File: src/shared/ppis_pkg.sv
package ppis_pkg;
	// register width and reset value
	localparam int REG_W = 16;
	localparam logic [15:0] REG_RST = 16'h0000;

	// register indices; byte address is index times four
	localparam int IDX_W = 8;
	localparam logic [7:0] IDX_INV1 = 8'h4a;
	localparam logic [7:0] IDX_INV2 = 8'h4c;
	localparam logic [7:0] IDX_SUMMARY = 8'h50;
	localparam logic [7:0] IDX_LIVE = 8'h52;
	localparam logic [7:0] IDX_LATCHED = 8'h54;
	localparam logic [7:0] IDX_IRQ_EN = 8'h56;
	localparam logic [7:0] IDX_PORT_CTL = 8'h58;

	// first pin-inversion register fields
	localparam int TX_POS_DATA_INVERT = 3;
	localparam int TX_LINE_CLK_INVERT = 2;
	localparam int TX_OUT_CLK_INVERT = 1;
	localparam int TX_IN_CLK_INVERT = 0;
	localparam logic [15:0] INV1_MASK = 16'h000f;

	// second pin-inversion register fields
	localparam int RX_PAYLOAD_DATA_INVERT = 14;
	localparam int RX_OVH_ENABLE_IN_INVERT = 13;
	localparam int RX_SOF_ENABLE_OUT_INVERT = 12;
	localparam int RX_PAYLOAD_OVH_INVERT = 10;
	localparam int RX_OVH_SOF_INVERT = 9;
	localparam int RX_OVH_DATA_INVERT = 7;
	localparam int RX_OVH_CLK_INVERT = 6;
	localparam int RX_NEG_RAIL_INVERT = 4;
	localparam int RX_POS_RAIL_INVERT = 3;
	localparam int RX_LINE_CLK_INVERT = 2;
	localparam int RX_OUT_CLK_INVERT = 1;
	localparam logic [15:0] INV2_MASK = 16'h76de;

	// summary register fields
	localparam int PORT_STATUS_SUMMARY = 9;
	localparam int LINE_CODE_SUMMARY = 8;
	localparam int TRAIL_TRACE_SUMMARY = 7;
	localparam int FAR_END_ALARM_SUMMARY = 6;
	localparam int HDLC_SUMMARY = 5;
	localparam int BIT_ERROR_TEST_SUMMARY = 4;
	localparam int SYSTEM_FIFO_SUMMARY = 3;
	localparam int CELL_PACKET_SUMMARY = 2;
	localparam int PLCP_SUMMARY = 1;
	localparam int FRAMER_SUMMARY = 0;

	// live, latched and enable fields
	localparam int UPDATE_COMPLETE = 0;
	localparam int RX_LINE_CLK_ACTIVITY = 7;
	localparam int TX_IN_CLK_ACTIVITY = 6;
	localparam logic [15:0] LATCH_MASK = 16'h00c1;

	// port control register fields
	localparam int PORT_UPDATE_REQUEST = 0;
	localparam int GLOBAL_PORT_IRQ_ENABLE = 1;
	localparam logic [15:0] PORT_CTL_MASK = 16'h0003;

	// bus encodings
	localparam logic [1:0] HTRANS_NONSEQ = 2'h2;
	localparam logic [2:0] HSIZE_WORD = 3'h2;
endpackage

File: src/rtl/ppis_port_ctl.sv
`timescale 1ns/100ps
// Operation
// RULE1 - bit 3 inverts transmit positive data pin
// RULE2 - bit 2 inverts transmit line clock
// RULE3 - bit 1 inverts transmit output clock
// RULE4 - bit 0 inverts transmit input clock
// RULE5 - bits 14,13 invert payload data, enable-in
// RULE6 - bits 12,10 invert sof-out, payload overhead
// RULE7 - bits 9,7,6 invert overhead sof, data, clock
// RULE8 - bits 4,3 invert negative and positive rails
// RULE9 - bits 2,1 invert receive line, output clocks
// RULE10 - summary bit 9 from enabled latched status
// RULE11 - summary bit 8 from line code block
// RULE12 - summary bits 7..4 from their blocks
// RULE13 - summary bit 3 from either FIFO block
// RULE14 - bits 2..0 from active block only
// RULE15 - interrupt when summary set and port enabled
// RULE16 - update complete is AND of active updates
// RULE17 - host holds request until complete reads high
// RULE18 - latch update complete on rising edge
// RULE19 - enabled latched update feeds summary bit 9
// RULE20 - interrupt needs latched, enable, global enable
// RULE21 - latch receive and transmit clock activity
// RULE22 - XOR inversion at pins, enables reset zero
// RULE23 - latched bits write-one-clear, summary self-clears
module ppis_port_ctl #(
	parameter int ADDR_W = 10,
	parameter int PM_W = 4,
	parameter int SRC_W = 8
) (
	// clock and reset
	input wire logic hclk,
	input wire logic hresetn,
	// ahb-lite slave
	input wire logic hsel,
	input wire logic [ADDR_W-1:0] haddr,
	input wire logic [1:0] htrans,
	input wire logic hwrite,
	input wire logic [2:0] hsize,
	input wire logic [31:0] hwdata,
	input wire logic hready,
	output logic hreadyout,
	output logic [31:0] hrdata,
	output logic hresp,
	// transmit pins and core side
	input wire logic core_tx_pos,
	input wire logic core_tx_line_clk,
	input wire logic core_tx_out_clk,
	output logic tx_pos_rail_pin,
	output logic tx_line_clk_pin,
	output logic tx_out_clk_pin,
	input wire logic tx_in_clk_pin,
	output logic core_tx_in_clk,
	// receive pins entering the port
	input wire logic rx_ovh_enable_in_pin,
	input wire logic rx_neg_rail_pin,
	input wire logic rx_pos_rail_pin,
	input wire logic rx_line_clk_pin,
	output logic core_rx_ovh_enable_in,
	output logic core_rx_neg_rail,
	output logic core_rx_pos_rail,
	output logic core_rx_line_clk,
	// receive pins leaving the port
	input wire logic core_rx_payload_data,
	input wire logic core_rx_sof_enable_out,
	input wire logic core_rx_payload_ovh,
	input wire logic core_rx_ovh_sof,
	input wire logic core_rx_ovh_data,
	input wire logic core_rx_ovh_clk,
	input wire logic core_rx_out_clk,
	output logic rx_payload_data_pin,
	output logic rx_sof_enable_out_pin,
	output logic rx_payload_ovh_pin,
	output logic rx_ovh_sof_pin,
	output logic rx_ovh_data_pin,
	output logic rx_ovh_clk_pin,
	output logic rx_out_clk_pin,
	// enabled latched status from the sub-blocks
	input wire logic [SRC_W-1:0] line_code_status,
	input wire logic [SRC_W-1:0] trail_trace_status,
	input wire logic [SRC_W-1:0] far_end_alarm_status,
	input wire logic [SRC_W-1:0] hdlc_status,
	input wire logic [SRC_W-1:0] bit_error_test_status,
	input wire logic [SRC_W-1:0] tx_fifo_status,
	input wire logic [SRC_W-1:0] rx_fifo_status,
	input wire logic [SRC_W-1:0] cell_status,
	input wire logic [SRC_W-1:0] packet_status,
	input wire logic packet_mode,
	input wire logic [SRC_W-1:0] plcp_status,
	input wire logic plcp_active,
	input wire logic [SRC_W-1:0] ds3_framer_status,
	input wire logic [SRC_W-1:0] e3_framer_status,
	input wire logic e3_mode,
	// performance monitoring update
	input wire logic [PM_W-1:0] pm_update_active,
	input wire logic [PM_W-1:0] pm_update_done,
	output logic port_update_request,
	// interrupt
	output logic port_irq
);

	// widths that the decode and the update AND cannot serve; refused at elaboration
	if (ADDR_W < ppis_pkg::IDX_W + 2 || PM_W < 1 || SRC_W < 1) begin : g_bad_params
		$error("ppis_port_ctl: unsupported parameter values");
	end

	// word index of a byte address; taken in the address phase and held in idx_r for the data phase
	function automatic logic [7:0] idx_of(input logic [ADDR_W-1:0] a);
		idx_of = a[ppis_pkg::IDX_W+1:2];
	endfunction

	logic [15:0] inv1_r;
	logic [15:0] inv2_r;
	logic [15:0] latched_r;
	logic [15:0] irq_en_r;
	logic [15:0] port_ctl_r;
	logic [15:0] summary;
	logic [15:0] live;
	logic update_complete;
	logic update_complete_prev_r;
	logic rx_line_clk_prev_r;
	logic tx_in_clk_prev_r;
	logic wr_pend_r;
	logic rd_pend_r;
	logic [7:0] idx_r;
	logic [15:0] rd_val;
	logic irq_r;

	// transmit pin inversion, a plain XOR at the pin boundary
	assign tx_pos_rail_pin = core_tx_pos ^ inv1_r[ppis_pkg::TX_POS_DATA_INVERT]; // RULE1 RULE22
	assign tx_line_clk_pin = core_tx_line_clk ^ inv1_r[ppis_pkg::TX_LINE_CLK_INVERT]; // RULE2
	assign tx_out_clk_pin = core_tx_out_clk ^ inv1_r[ppis_pkg::TX_OUT_CLK_INVERT]; // RULE3
	assign core_tx_in_clk = tx_in_clk_pin ^ inv1_r[ppis_pkg::TX_IN_CLK_INVERT]; // RULE4

	// receive pin inversion
	assign rx_payload_data_pin = core_rx_payload_data
		^ inv2_r[ppis_pkg::RX_PAYLOAD_DATA_INVERT]; // RULE5
	assign core_rx_ovh_enable_in = rx_ovh_enable_in_pin
		^ inv2_r[ppis_pkg::RX_OVH_ENABLE_IN_INVERT]; // RULE5
	assign rx_sof_enable_out_pin = core_rx_sof_enable_out
		^ inv2_r[ppis_pkg::RX_SOF_ENABLE_OUT_INVERT]; // RULE6
	assign rx_payload_ovh_pin = core_rx_payload_ovh
		^ inv2_r[ppis_pkg::RX_PAYLOAD_OVH_INVERT]; // RULE6
	assign rx_ovh_sof_pin = core_rx_ovh_sof ^ inv2_r[ppis_pkg::RX_OVH_SOF_INVERT]; // RULE7
	assign rx_ovh_data_pin = core_rx_ovh_data ^ inv2_r[ppis_pkg::RX_OVH_DATA_INVERT]; // RULE7
	assign rx_ovh_clk_pin = core_rx_ovh_clk ^ inv2_r[ppis_pkg::RX_OVH_CLK_INVERT]; // RULE7
	assign core_rx_neg_rail = rx_neg_rail_pin ^ inv2_r[ppis_pkg::RX_NEG_RAIL_INVERT]; // RULE8
	assign core_rx_pos_rail = rx_pos_rail_pin ^ inv2_r[ppis_pkg::RX_POS_RAIL_INVERT]; // RULE8
	assign core_rx_line_clk = rx_line_clk_pin ^ inv2_r[ppis_pkg::RX_LINE_CLK_INVERT]; // RULE9
	assign rx_out_clk_pin = core_rx_out_clk ^ inv2_r[ppis_pkg::RX_OUT_CLK_INVERT]; // RULE9

	// an inactive update signal must not hold the AND low
	assign update_complete = &(pm_update_done | ~pm_update_active); // RULE16
	assign port_update_request = port_ctl_r[ppis_pkg::PORT_UPDATE_REQUEST]; // RULE17

	// live status view
	always_comb begin
		live = ppis_pkg::REG_RST;
		live[ppis_pkg::UPDATE_COMPLETE] = update_complete;
	end

	// summary is pure logic so it clears by itself once sources drop
	always_comb begin
		summary = ppis_pkg::REG_RST;
		summary[ppis_pkg::PORT_STATUS_SUMMARY] = |(latched_r & irq_en_r); // RULE10 RULE19 RULE23
		summary[ppis_pkg::LINE_CODE_SUMMARY] = |line_code_status; // RULE11
		summary[ppis_pkg::TRAIL_TRACE_SUMMARY] = |trail_trace_status; // RULE12
		summary[ppis_pkg::FAR_END_ALARM_SUMMARY] = |far_end_alarm_status; // RULE12
		summary[ppis_pkg::HDLC_SUMMARY] = |hdlc_status; // RULE12
		summary[ppis_pkg::BIT_ERROR_TEST_SUMMARY] = |bit_error_test_status; // RULE12
		summary[ppis_pkg::SYSTEM_FIFO_SUMMARY] = |(tx_fifo_status | rx_fifo_status); // RULE13
		summary[ppis_pkg::CELL_PACKET_SUMMARY] = packet_mode ? |packet_status
			: |cell_status; // RULE14
		summary[ppis_pkg::PLCP_SUMMARY] = plcp_active & (|plcp_status); // RULE14
		summary[ppis_pkg::FRAMER_SUMMARY] = e3_mode ? |e3_framer_status
			: |ds3_framer_status; // RULE14
	end

	// interrupt output, one flop after the summary
	always_ff @(posedge hclk or negedge hresetn) begin
		if (!hresetn) begin
			irq_r <= 1'b0;
		end else begin
			irq_r <= (|summary) & port_ctl_r[ppis_pkg::GLOBAL_PORT_IRQ_ENABLE]; // RULE15 RULE20
		end
	end
	assign port_irq = irq_r;

	// bus address phase capture; a write lands in the next data phase
	always_ff @(posedge hclk or negedge hresetn) begin
		if (!hresetn) begin
			wr_pend_r <= 1'b0;
			rd_pend_r <= 1'b0;
			idx_r <= 8'h00;
		end else if (rd_pend_r) begin
			rd_pend_r <= 1'b0;
		end else if (hready) begin
			wr_pend_r <= hsel & htrans[1] & hwrite;
			rd_pend_r <= hsel & htrans[1] & ~hwrite;
			idx_r <= idx_of(haddr);
		end
	end

	// reads take one wait state so that hrdata comes from a flop
	always_ff @(posedge hclk or negedge hresetn) begin
		if (!hresetn) begin
			hrdata <= 32'h0000_0000;
		end else if (rd_pend_r) begin
			hrdata <= {16'h0000, rd_val};
		end
	end
	assign hreadyout = ~rd_pend_r;
	assign hresp = 1'b0;

	// read mux; unmapped indices read as zero
	always_comb begin
		case (idx_r)
			ppis_pkg::IDX_INV1: rd_val = inv1_r;
			ppis_pkg::IDX_INV2: rd_val = inv2_r;
			ppis_pkg::IDX_SUMMARY: rd_val = summary;
			ppis_pkg::IDX_LIVE: rd_val = live;
			ppis_pkg::IDX_LATCHED: rd_val = latched_r;
			ppis_pkg::IDX_IRQ_EN: rd_val = irq_en_r;
			ppis_pkg::IDX_PORT_CTL: rd_val = port_ctl_r;
			default: rd_val = ppis_pkg::REG_RST;
		endcase
	end

	// control registers; reserved bits are masked off and read zero
	always_ff @(posedge hclk or negedge hresetn) begin
		if (!hresetn) begin
			inv1_r <= ppis_pkg::REG_RST; // RULE22
			inv2_r <= ppis_pkg::REG_RST; // RULE22
			irq_en_r <= ppis_pkg::REG_RST; // RULE22
			port_ctl_r <= ppis_pkg::REG_RST;
		end else if (wr_pend_r) begin
			case (idx_r)
				ppis_pkg::IDX_INV1: inv1_r <= hwdata[15:0] & ppis_pkg::INV1_MASK;
				ppis_pkg::IDX_INV2: inv2_r <= hwdata[15:0] & ppis_pkg::INV2_MASK;
				ppis_pkg::IDX_IRQ_EN: irq_en_r <= hwdata[15:0] & ppis_pkg::LATCH_MASK;
				ppis_pkg::IDX_PORT_CTL: port_ctl_r <= hwdata[15:0] & ppis_pkg::PORT_CTL_MASK;
				default: ;
			endcase
		end
	end

	// previous samples for edge and activity detection
	always_ff @(posedge hclk or negedge hresetn) begin
		if (!hresetn) begin
			update_complete_prev_r <= 1'b0;
			rx_line_clk_prev_r <= 1'b0;
			tx_in_clk_prev_r <= 1'b0;
		end else begin
			update_complete_prev_r <= update_complete;
			rx_line_clk_prev_r <= rx_line_clk_pin;
			tx_in_clk_prev_r <= tx_in_clk_pin;
		end
	end

	// latched status: a set in the same cycle as a clear wins
	logic [15:0] latch_set;
	logic [15:0] latch_clr;
	always_comb begin
		latch_set = ppis_pkg::REG_RST;
		latch_set[ppis_pkg::UPDATE_COMPLETE] = update_complete
			& ~update_complete_prev_r; // RULE18
		latch_set[ppis_pkg::RX_LINE_CLK_ACTIVITY] = rx_line_clk_pin
			^ rx_line_clk_prev_r; // RULE21
		latch_set[ppis_pkg::TX_IN_CLK_ACTIVITY] = tx_in_clk_pin ^ tx_in_clk_prev_r; // RULE21
		latch_clr = ppis_pkg::REG_RST;
		if (wr_pend_r && idx_r == ppis_pkg::IDX_LATCHED) begin
			latch_clr = hwdata[15:0] & ppis_pkg::LATCH_MASK;
		end
	end

	always_ff @(posedge hclk or negedge hresetn) begin
		if (!hresetn) begin
			latched_r <= ppis_pkg::REG_RST;
		end else begin
			latched_r <= (latched_r & ~latch_clr) | latch_set; // RULE23
		end
	end
endmodule

File: config.mk
export PLATFORM = sky130hd
export DESIGN_NAME = ppis_port_ctl
export DESIGN_NICKNAME = d
export VERILOG_FILES = /design/src/shared/ppis_pkg.sv /design/src/rtl/ppis_port_ctl.sv
export SDC_FILE = /design/constraint.sdc
export NUM_CORES = 1
export LEC_CHECK = 0
export ABC_CLOCK_PERIOD_IN_PS = 3950
export BUFFER_PORTS_ARGS = -buffer_cell sky130_fd_sc_hd__buf_4
export CORE_MARGIN = 3
export CORE_UTILIZATION = 42
export CTS_CLUSTER_SIZE = 12
export DETAILED_ROUTE_END_ITERATION = 8
export PLACE_DENSITY = 0.95
export SYNTH_ARGS = -nofsm -noshare
export SYNTH_HDL_FRONTEND = slang
export SYNTH_SLANG_ARGS = --single-unit
File: constraint.sdc
create_clock -name hclk -period 3.95 [get_ports hclk]
set_clock_uncertainty 0.05 [all_clocks]
set_input_delay 0.395 -clock hclk [delete_from_list [all_inputs] [get_ports hclk]]
set_output_delay 0.395 -clock hclk [all_outputs]
set_load 0.02 [all_outputs]
* Yosys cells after proc, flatten, opt, wreduce, memory -nomap -nowiden
Index checks and enable logic that the tools add are counted.
** Cells by class
- Equal/unequal tests :: 7
- Muxes and demuxes :: 6
- Bitwise operators :: 33
- Reduce and logical (&&, ||, !) cells :: 20
** Operators with widths (number)
- $pmux 16 s7 :: 1
- $reduce_or 8->1 :: 11
- $reduce_or 67->1 :: 1
- $eq 8x7->1 const B :: 7
- $xor 1x1->1 :: 17
- $and 16x16->16 :: 1
- $and 16x8->16 :: 1
- $not 16->16 :: 1
- $or 16x8->16 :: 1
- $reduce_or 16->1 :: 1
- $reduce_and 2->1 :: 5
- $mux 8 :: 1
- $or 8x8->8 :: 1
- $and 1x1->1 :: 6
- $mux 1 :: 4
- $not 4->4 :: 1
- $or 4x4->4 :: 1
- $reduce_and 4->1 :: 1
- $not 1->1 :: 3
- $logic_and 1x1->1 :: 1
** Word-level totals
- Bits in registers :: 66
- Output and inout bits :: 51

* Longest topological paths before layout
Gate-level depths: netlist of the first run.
- Depth after elaboration :: 6
- Depth in mapped cells :: 7
- Depth with buffers taken out :: 5

* Worst setup path before layout of the first run
Ideal clock, no wire load.
- Kind :: reg-to-reg
- Start point :: register idx_r[0]
- End point :: register inv2_r[10]
- Setup time :: 125 ps
- Arrival time :: 1844 ps
- Path slack :: 1931 ps
- Cell stages (with the launch flop) :: 5
- Path buffers :: 1
- Clock period less this slack :: 2019 ps
- Cells stage by stage :: dfrtp_1 > or4b_4 > nor4_1 > buf_2 > mux2_2
** Between the ends
- Cells in the longest elaborated chain, start to end :: 2
** Ends and longest elaborated chain
- start, declared :: RTL line ppis_port_ctl.sv:125 : logic [7:0] idx_r;
- start signal, assigned :: RTL line ppis_port_ctl.sv:200 : idx_r <= idx_of(haddr);
- $eq 8x7->1 :: RTL line ppis_port_ctl.sv:237 : case (idx_r)
- $reduce_and 2->1 (no source line)
- end signal, assigned :: RTL line ppis_port_ctl.sv:233 : inv2_r <= ppis_pkg::REG_RST;
- end signal, assigned :: RTL line ppis_port_ctl.sv:239 : ppis_pkg::IDX_INV2: inv2_r <= hwdata[15:0] & ppis_pkg::INV2_MASK;
- end, declared :: RTL line ppis_port_ctl.sv:113 : logic [15:0] inv2_r;
No other way between the ends.
A chain may end at the register's enable or synchronous reset.

* Worst setup path in the final report of the first run
- Start point :: register idx_r[0]
- End point :: register hrdata[6]
** Between the ends
- Cells in the longest elaborated chain, start to end :: 2
- Elaborated cells between the ends (all ways) :: 8
- Classes of those cells :: 7 x eq/ne; 1 x mux
** Ends and longest elaborated chain
- $eq 8x7->1 :: RTL line ppis_port_ctl.sv:217 : case (idx_r)
- $pmux 16 s7 (*) :: RTL line ppis_port_ctl.sv:217
- end signal, assigned :: RTL line ppis_port_ctl.sv:209 : hrdata <= {16'h0000, rd_val};
- end, declared :: RTL line ppis_port_ctl.sv:43 : output logic [31:0] hrdata,
Every way passes the cells marked *; elsewhere a longest branch is shown, timed or not.

==> flow_summary.yaml, run 1 <==
outcome:
  outcome: "completed"
route:
  vias_per_cell: 5.280
  routed_wl_um: 8662
  route.vias.total: 2719
  post_drt_wl_per_cell_um: 16.82
  drt_iter0_drc: 141
  dr.pass1.iters: 4
  drc: 0
  final_antenna_net_count: 0
clock_network:
  htree_num_levels: 2
  clock_latency_ns: 0.31
  cts_buffer_depth: 2
  cts_hold_buf: 0
  post-cts-setup-buffer-count: 0
  post_cts_resized: 0
  path_clk_slew_ns: 0.10
  cts_tree: "done"
  cts.sinks: 51
  clockRootBuffer: "clkbuf_8"
  cts_buffers: 5
grt:
  grt_pass1_vias: 2685
  grt_max_degree: 52
  grt_use_total_pct: 21.63
  antenna_found_initial: 0
  grt_pass1_wl_um: 12750
  grt.overflow.total: 0
sta:
  post-route-period-util_pct: 56.14
  tightest_slew_ns: 0.8368
  finalSetupTns_ns: 0
  clock.fmax_mhz: 450.9
  slew_headroom_pct: 43.43
  min_period_ns: 2.218
  rsz0062_at_grt: "no"
  setup_viol: 0
  finalHoldViolCount: 0
  drv_slew: 0
cells_and_area:
  multi_input_area_um2: 1333
  diodes: 0
  layout_commonest_cell: "buf_4"
  seqCellArea_um2: 1276
  syn_to_final_growth_pct: 52.98
  drive_gt1_share_pct: 50.00
  final_cell_mix: "buf_4, dfrtp_1, mux2_2"
  n_fill_cell: 470
  nets: 613
min_path:
  hold_class: "primary input to asynchronous set/reset pin"
floorplanning:
  initial_core_util_pct: 44.80
  die_w_um: 86.87
  io_pins: 225
  core_um2: 6131
  rows: 28
  die-height_um: 86.87
  die_area_um2: 7546
pwr:
  swShare_pct: 27.96
  report.power.total_uw: 1190
  clockPowerShare_pct: 26.6
  power_frac_seq_pct: 49.1
  p_sw_uw: 332.7
  p_comb_share_pct: 24.3
  leakage_uw: 0.002045
  ir_drop_mv: 0.2729
  power-per-cell-area_nw_per_um2: 283.3
  p_int_uw: 857.5
place:
  dpl.hpwl_um: 7211
  globalplace.congestion: 0.8480
  place.port_buffers: 179
setup_path:
  crit_path_end_kind: "flip-flop"
  start_kind: "flip-flop"
  cp_max_fo: 5
  crit_type: "flip-flop to flip-flop"
  required_ns: 4.13
  arrival_ns: 2.40
synth:
  synthCells: 259
  synth_area_um2: 2746
  synth_top_area_cell: "dfrtp_1"
  synth_seq_cells: 51
  synth_top_area_share_pct: 46.47
  synth_cell_type_count: 46
  ys_seq_area_share_pct: 46.47
  synth.avg_cell_area_um2: 10.60
  synth_edf_count: 0
  synth_top_flop_cell: "dfrtp_1"
  ys_warn_count: 0
  synth-async-reset-ratio_pct: 100.0
  synthTopCellsByArea: "dfrtp_1, mux2_2, xor2_1"
run:
  maxCapViolations: 0
## synth_stat cells (6+ instances only)
library cell	instances
dfrtp_1	51
mux2_2	27
nor4_1	22
buf_4	19
nand2_1	17
xor2_1	17
nor2_1	12
inv_1	11
o2bb2ai_1	7
nand3_1	6
## metal layers
metal | vias to the layer above | global-route usage (%) | part of all wire [%]
met3 | 13 | 4.352 | 9.4
met1 | 1298 | 25.21 | 34
met2 | 132 | 40.30 | 55
li1 | 1276 | - | -
met4 | 0 | 5.241 | 1.6
met5 | - | 0 | 0
## through the flow
| stage | utilization (%) | area [um^2] | cells | worst slack, ns | hold WS [ns] |
|---|---|---|---|---|---|
| after CTS | 68.53 | 4202 | 515 | 1.750 | 0.06576 |
| after floorplan | - | 2814 | 277 | 1.931 | 0.04941 |
| final | 68.53 | 4202 | 515 | 1.732 | 0.04894 |
| after detailed placement | 66.92 | 4103 | 507 | 1.757 | 0.3608 |
| after global routing | 68.53 | 4202 | 515 | 1.566 | 0.08058 |
| after global placement | 66.92 | 4103 | 507 | 1.790 | 0.3445 |
## power by group through the flow
| stage | Combinational [uW] | Sequential, uW | Clock, uW |
|---|---|---|---|
| floorplan | 125 | 594 | 0 |
| global placement | 282 | 592 | 0 |
| detailed placement | 290 | 594 | 0 |
| CTS | 291 | 584 | 325 |
| global route | 311 | 589 | 346 |
| finish | 289 | 585 | 317 |
## sequential cells by signal, indices dropped and copies added, names as in the netlist
register	count
irq_en_r	3
latched_r	3
update_complete_prev_r	1
port_ctl_r	2
rx_line_clk_prev_r	1
port_irq	1
rd_pend_r	1
hrdata	14
wr_pend_r	1
idx_r	8
inv2_r	11
tx_in_clk_prev_r	1
inv1_r	4
## kinds of logic (layout without fill, tap and decap cells)
logic type,count (synthesis),count (layout),share of synthesized area [%]
simple gates,85,85,17.81
flops,51,51,46.47
mux,29,29,11.80
other cells,1,19,0.1365
buf+inv,37,200,7.699
xor+xnor,17,17,5.421
compound gates,39,39,10.66
## cell type report
type                    instances  area share (%)
inverters                      11          0.9827
well taps                      75           2.233
clock buffers                   6           1.965
multi-input cells             189           31.72
repair buffers                181           32.34
flip-flops and latches         51           30.38
clock inverters                 2          0.3871
## critical path, stage by stage, from the launching register on
cell and delay [ns]:
dfrtp_1 0.41, or4b_4 0.59, nor4b_1 0.72, a221oi_1 0.21, o2bb2ai_1 0.17
## final timing paths
check / startpoint / to / slack, ns / cells after the start
worst max-delay path: idx_r[0]$_DFFE_PN0P_ / hrdata[6]$_DFFE_PN0P_ / 1.73 / 4
worst min-delay path: hresetn / inv2_r[2]$_DFFE_PN0P_ / 0.05 / 1
worst max register to register: idx_r[0]$_DFFE_PN0P_ / hrdata[6]$_DFFE_PN0P_ / 1.73 / 4
worst min register to register: update_complete_prev_r$_DFF_PN0_ / latched_r[0]$_DFF_PN0_ / 0.36 / 1
max in group asynchronous: hresetn / inv2_r[1]$_DFFE_PN0P_ / 3.38 / 1
min in group hclk: tx_in_clk_pin / tx_in_clk_prev_r$_DFF_PN0_ / 0.17 / 1
No activity file was read; power rests on OpenSTA's default activity.
==> inputs of run 2 (changes only) <==
--- a/config.mk
+++ b/config.mk
@@ -5,13 +5,14 @@
 export SDC_FILE = /design/constraint.sdc
 export NUM_CORES = 1
 export LEC_CHECK = 0
-export ABC_CLOCK_PERIOD_IN_PS = 3950
+export ABC_AREA = 1
+export ABC_CLOCK_PERIOD_IN_PS = 2200
 export BUFFER_PORTS_ARGS = -buffer_cell sky130_fd_sc_hd__buf_4
 export CORE_MARGIN = 3
-export CORE_UTILIZATION = 42
+export CORE_UTILIZATION = 40
 export CTS_CLUSTER_SIZE = 12
 export DETAILED_ROUTE_END_ITERATION = 8
-export PLACE_DENSITY = 0.95
+export PLACE_DENSITY = 0.9
 export SYNTH_ARGS = -nofsm -noshare
 export SYNTH_HDL_FRONTEND = slang
 export SYNTH_SLANG_ARGS = --single-unit
==> constraint.sdc (replaced) <==
create_clock -name hclk -period 2.2 [get_ports hclk]
set_clock_uncertainty 0.05 [all_clocks]
set_input_delay 0.22 -clock hclk [delete_from_list [all_inputs] [get_ports hclk]]
set_output_delay 0.22 -clock hclk [all_outputs]
set_load 0.02 [all_outputs]
==> run 2 against run 1 <==
Effect of this change:
- die area increased by 11%
- routed wire length rose by 1.3%
- final cell count rose by 28%
- global-route usage fell by 1.1 points
- critical path depth is 3 higher
- flip-flop and latch count did not move
- register-to-register slack got worse by 1.2 ns
- critical path type unchanged
- critical endpoint is now inv2_r[13]$_DFFE_PN0P_
- highest routed layer unchanged
==> flow_summary.yaml, run 2 <==
outcome:
  outcome: "completed"
synth:
  synthTopCellsByArea: "dfrtp_1, nand2_1, nor2_1"
  synth_seq_cells: 51
  synth_top_area_cell: "dfrtp_1"
  synth_cell_type_count: 29
  synth_top_area_share_pct: 43.72
  synth_top_flop_cell: "dfrtp_1"
  synth_edf_count: 0
  ys_seq_area_share_pct: 43.72
  synth_area_um2: 2919
  synthCells: 380
  ys_warn_count: 0
  synthMostInstantiatedCell: "nand2_1"
  synth.avg_cell_area_um2: 7.682
  synth-async-reset-ratio_pct: 100.0
  synth_common_cells: "nand2_1, nor2_1, dfrtp_1"
sta:
  tightest_slew_ns: 0.6505
  clock.fmax_mhz: 598.1
  slew_headroom_pct: 56.63
  finalSetupTns_ns: 0
  finalHoldViolCount: 0
  worst_slack_ns: 0.5281
  whs_ns: 0.02039
  setup_viol: 0
  drv_slew: 0
  post-route-period-util_pct: 76.00
  rsz0062_at_grt: "no"
  min_period_ns: 1.672
pwr:
  ir_drop_mv: 0.3707
  leakage_uw: 0.002399
  power-per-cell-area_nw_per_um2: 487.4
grt:
  use_met1_pct: 23.53
  use_met2_pct: 37.37
  grt_pass1_vias: 3057
  busiest_layer: "met2"
  grt_pass1_wl_um: 14030
  gr-usage-met3_pct: 5.054
  antenna_found_initial: 0
  grt_max_degree: 52
  grt.overflow.total: 0
  grt_use_total_pct: 20.54
route:
  vias_per_cell: 4.676
  dr.pass1.iters: 4
  drc: 0
  routed_wl_um: 8778
  post_drt_wl_per_cell_um: 13.30
  route.vias.total: 3086
  drt_iter0_drc: 201
  final_antenna_net_count: 0
floorplanning:
  die_area_um2: 8359
  initial_core_util_pct: 42.04
  core_um2: 6944
  die-height_um: 91.43
  rows: 30
  die_w_um: 91.43
  io_pins: 225
cells_and_area:
  largest_register: "hrdata"
  layout_commonest_cell: "buf_4"
  syn_to_final_growth_pct: 50.92
  fin_cells: 660
  reg_top3: "hrdata x14, inv2_r x11, idx_r x8"
  nets: 738
  final_cell_mix: "buf_4, nand2_1, nor2_1"
  largest_reg_flops: 14
  drive_gt1_share_pct: 36.52
  diodes: 0
  n_fill_cell: 593
  design_area_um2: 4405
setup_path:
  r2r_cells: 7
  crit_type: "flip-flop to flip-flop"
  rr_startpoint: "idx_r[0]$_DFFE_PN0P_"
  crit_end: "inv2_r[13]$_DFFE_PN0P_"
  r2r-end: "inv2_r[13]$_DFFE_PN0P_"
  cp_max_fo: 14
  ff2ff_setup_slack_ns: 0.53
  crit_start: "idx_r[0]$_DFFE_PN0P_"
  arrival_ns: 1.81
  crit_path_end_kind: "flip-flop"
  required_ns: 2.34
  start_kind: "flip-flop"
clock_network:
  cts_buffer_depth: 2
  htree_num_levels: 2
  post_cts_resized: 0
  cts_hold_buf: 3
  clock_latency_ns: 0.30
  cts.sinks: 51
  cts_tree: "done"
  clockRootBuffer: "clkbuf_8"
  path_clk_slew_ns: 0.09
  cts_buffers: 5
  post-cts-setup-buffer-count: 0
run:
  maxCapViolations: 0
place:
  globalplace.congestion: 0.8615
  dp_cells: 650
  dp_slack_ns: 0.5318
  placed_area_um2: 4288
  dpl.hpwl_um: 7213
  place.port_buffers: 179
min_path:
  hold_class: "primary input to flip-flop"
[run 2: critical path, cell delays in order (launching register included)]
cell and delay [ns]:
dfrtp_1 0.38, inv_1 0.09, nand2_1 0.09, nor2_1 0.15, nand2_2 0.07, inv_2 0.20, nand2_4 0.19, mux2_4 0.33
[run 2: report_power, final]
group / leakage, uW / switching, uW / internal, uW
clock network: 0.0000470 / 293 / 247
registers: 0.000599 / 43.4 / 994
logic: 0.00175 / 274 / 296
[run 2: worst min-delay path by stage]
stage                  from                     to  slack [ns]  depth (start not counted)
global route         hwrite    rd_pend_r$_DFF_PN0_        0.02                          2
floorplan           hresetn  hrdata[0]$_DFFE_PN0P_       -0.13                          0
CTS                  hwrite    rd_pend_r$_DFF_PN0_        0.02                          2
finish               hwrite    rd_pend_r$_DFF_PN0_        0.02                          2
detailed placement  hresetn   idx_r[5]$_DFFE_PN0P_        0.23                          1
global placement    hresetn   idx_r[6]$_DFFE_PN0P_        0.23                          1
[run 2: cell type report]
class	instances	area, um^2	area share, %
inverters	31	116.4	2.641
well taps	96	120.1	2.726
clock inverters	1	5.005	0.1136
repair buffers	183	1381	31.35
clock buffers	6	82.58	1.874
multi-input cells	292	1424	32.32
flip-flops and latches	51	1276	28.97
[run 2: per-layer routing]
metal  up-vias  share of wire (%)  wire length, um
li1       1530                  -                -
met1      1402                 37             3239
met2       135                 52             4607
met3        19                8.5              743
met4         0                2.1              188
met5         -                  0                0
[run 2: cells by family (layout without fill, tap and decap cells)]
kind of cell	Yosys count	in the layout	share of synthesized area [%]
DFF	51	51	43.72
other	1	19	0.1285
and+or+nand+nor	214	214	30.95
xor gates and xnor gates	17	17	5.101
muxes	9	9	3.986
buffers and inverters	55	221	9.816
AOI/OAI and AO/OA	33	33	6.301
[run 2: stage by stage]
step,util (%),total power (uW)
after floorplan,-,1313
after global placement,61.75,1610
after detailed placement,61.75,1624
after CTS,63.44,2164
after global routing,63.44,2259
final,63.44,2147
==> inputs of run 3 (changes only) <==
--- a/config.mk
+++ b/config.mk
@@ -5,11 +5,11 @@
 export SDC_FILE = /design/constraint.sdc
 export NUM_CORES = 1
 export LEC_CHECK = 0
-export ABC_AREA = 1
-export ABC_CLOCK_PERIOD_IN_PS = 2200
+export ABC_AREA = 0
+export ABC_CLOCK_PERIOD_IN_PS = 1630
 export BUFFER_PORTS_ARGS = -buffer_cell sky130_fd_sc_hd__buf_4
 export CORE_MARGIN = 3
-export CORE_UTILIZATION = 40
+export CORE_UTILIZATION = 39
 export CTS_CLUSTER_SIZE = 12
 export DETAILED_ROUTE_END_ITERATION = 8
 export PLACE_DENSITY = 0.9
==> constraint.sdc (replaced) <==
create_clock -name hclk -period 1.63 [get_ports hclk]
set_clock_uncertainty 0.05 [all_clocks]
set_input_delay 0.163 -clock hclk [delete_from_list [all_inputs] [get_ports hclk]]
set_output_delay 0.163 -clock hclk [all_outputs]
set_load 0.02 [all_outputs]
==> run 3 against run 2 <==
Effect of this change:
- the run now ends with negative setup slack left
- setup slack got worse by 0.96 ns
- clock power grew 36%
- combinational power grew 48%
- via count down 5.8%
- flip-flop and latch count did not move
- global-route usage grew 1.6 points
- critical endpoint is now hrdata[9]$_DFFE_PN0P_
==> flow_summary.yaml, run 3 (synthesized netlist as in run 1, its figures left out) <==
sta:
  rsz0062_at_grt: "yes"
  drv_slew: 0
  clock.fmax_mhz: 484.9
  finalHoldViolCount: 0
  slew_headroom_pct: 58.07
  post-route-period-util_pct: 126.5
  setup_viol: 37
  min_period_ns: 2.062
  worst_slack_ns: -0.4325
  tightest_slew_ns: 0.6290
floorplanning:
  io_pins: 225
  core_um2: 6568
  rows: 29
  initial_core_util_pct: 41.82
  die_area_um2: 8085
  die-height_um: 89.92
  die_w_um: 89.92
min_path:
  hold_path_startpoint: "hwdata[13]"
  hold_class: "primary input to flip-flop"
  min_path_cells: 2
  whs_endpoint: "inv2_r[13]$_DFFE_PN0P_"
setup_path:
  r2r_cells: 6
  ff2ff_setup_slack_ns: -0.43
  crit_path_end_kind: "flip-flop"
  required_ns: 1.81
  r2r-end: "hrdata[9]$_DFFE_PN0P_"
  rr_startpoint: "idx_r[5]$_DFFE_PN0P_"
  arrival_ns: 2.24
  cp_max_fo: 4
  crit_type: "flip-flop to flip-flop"
  start_kind: "flip-flop"
route:
  vias_per_cell: 5.080
  route.vias.total: 2906
  routed_wl_um: 9726
  drc: 0
  dr.pass1.iters: 4
  final_antenna_net_count: 0
  post_drt_wl_per_cell_um: 17.00
  drt_iter0_drc: 150
clock_network:
  path_clk_slew_ns: 0.09
  clock_latency_ns: 0.30
  clockRootBuffer: "clkbuf_8"
  cts.sinks: 51
  cts_buffer_depth: 2
  htree_num_levels: 2
  cts_tree: "done"
  cts_buffers: 5
grt:
  antenna_found_initial: 0
  grt_pass1_vias: 3033
  grt.overflow.total: 0
  grt_pass1_wl_um: 14680
  grt_use_total_pct: 22.13
  grt_max_degree: 52
outcome:
  violations: "negative setup slack"
  outcome: "complete, but fails checks"
cells_and_area:
  diodes: 0
  nets: 653
  reg_top3: "hrdata x14, inv2_r x11, idx_r x8"
  syn_to_final_growth_pct: 69.25
  final_util_pct: 70.78
  layout_commonest_cell: "buf_4"
  largest_register: "hrdata"
  final_cell_mix: "buf_4, dfrtp_1, mux2_2"
  drive_gt1_share_pct: 55.95
  largest_reg_flops: 14
pwr:
  power-per-cell-area_nw_per_um2: 640.6
  ir_drop_mv: 0.5771
  report.power.total_uw: 2978
  leakage_uw: 0.002279
place:
  dpl.hpwl_um: 7496
  globalplace.congestion: 0.8552
  place.port_buffers: 179
run:
  maxCapViolations: 0
-- run 3: worst max-delay path by stage --
stage                                     from                    end  slack, ns  cells past startpoint
after floorplan           idx_r[0]$_DFFE_PN0P_  hrdata[0]$_DFFE_PN0P_      -0.37                      4
after global placement    idx_r[0]$_DFFE_PN0P_  hrdata[0]$_DFFE_PN0P_      -0.38                      4
after detailed placement  idx_r[0]$_DFFE_PN0P_  hrdata[0]$_DFFE_PN0P_      -0.43                      4
after CTS                 idx_r[7]$_DFFE_PN0P_  hrdata[0]$_DFFE_PN0P_      -0.43                      4
after global routing      idx_r[5]$_DFFE_PN0P_  hrdata[9]$_DFFE_PN0P_      -0.51                      6
final                     idx_r[5]$_DFFE_PN0P_  hrdata[9]$_DFFE_PN0P_      -0.43                      6
-- run 3: layout make-up --
class	instances	area, um^2
Tap cell	93	116.4
Fill cell	464	1919
Multi-Input combinational cell	189	1439
Clock inverter	1	5.005
Inverter	11	41.29
Timing Repair Buffer	221	1688
Clock buffer	6	82.58
Sequential cell	51	1276
-- run 3: worst max-delay path: stages (launching register included) --
cell,delay [ns]
dfrtp_1,0.39
or4b_4,0.58
or4b_4,0.52
buf_4,0.17
nor2_4,0.10
a21oi_2,0.03
a21oi_1,0.15
-- run 3: per-layer routing --
| metal | track usage, % | routed length, um | share of wire (%) |
|---|---|---|---|
| met5 | 0 | 0 | 0 |
| met1 | 23.27 | 3462 | 36 |
| met4 | 7.908 | 310 | 3.2 |
| met2 | 42.11 | 5159 | 53 |
| met3 | 5.927 | 794 | 8.2 |
-- run 3: per-stage QoR --
stage / setup TNS, ns / instance area [um^2] / instances / worst slack (ns) / hold WS, ns
final: -10.74 / 4648 / 572 / -0.4325 / 0.02691
after global routing: -13.26 / 4648 / 572 / -0.5065 / 0.01757
after CTS: -9.412 / 4547 / 566 / -0.4250 / 0.02840
after detailed placement: -8.965 / 4305 / 549 / -0.4288 / 0.1720
after global placement: -6.756 / 4305 / 549 / -0.3769 / 0.1614
after floorplan: -6.412 / 2820 / 277 / -0.3675 / -0.1826
-- run 3: where the power goes --
part           switching [uW]  internal [uW]
logic                     371            472
clock network             398            334
registers                65.9           1340
-- run 3: what timing repair did --
item,4_1_cts,5_1_grt
gates resized for setup,17,14
pin swaps,8,8
buffers inserted,6,6
endpoints found under the hold margin,54,0
hold buffers,4,0
cloned,0,0
endpoints found under the setup margin,38,39
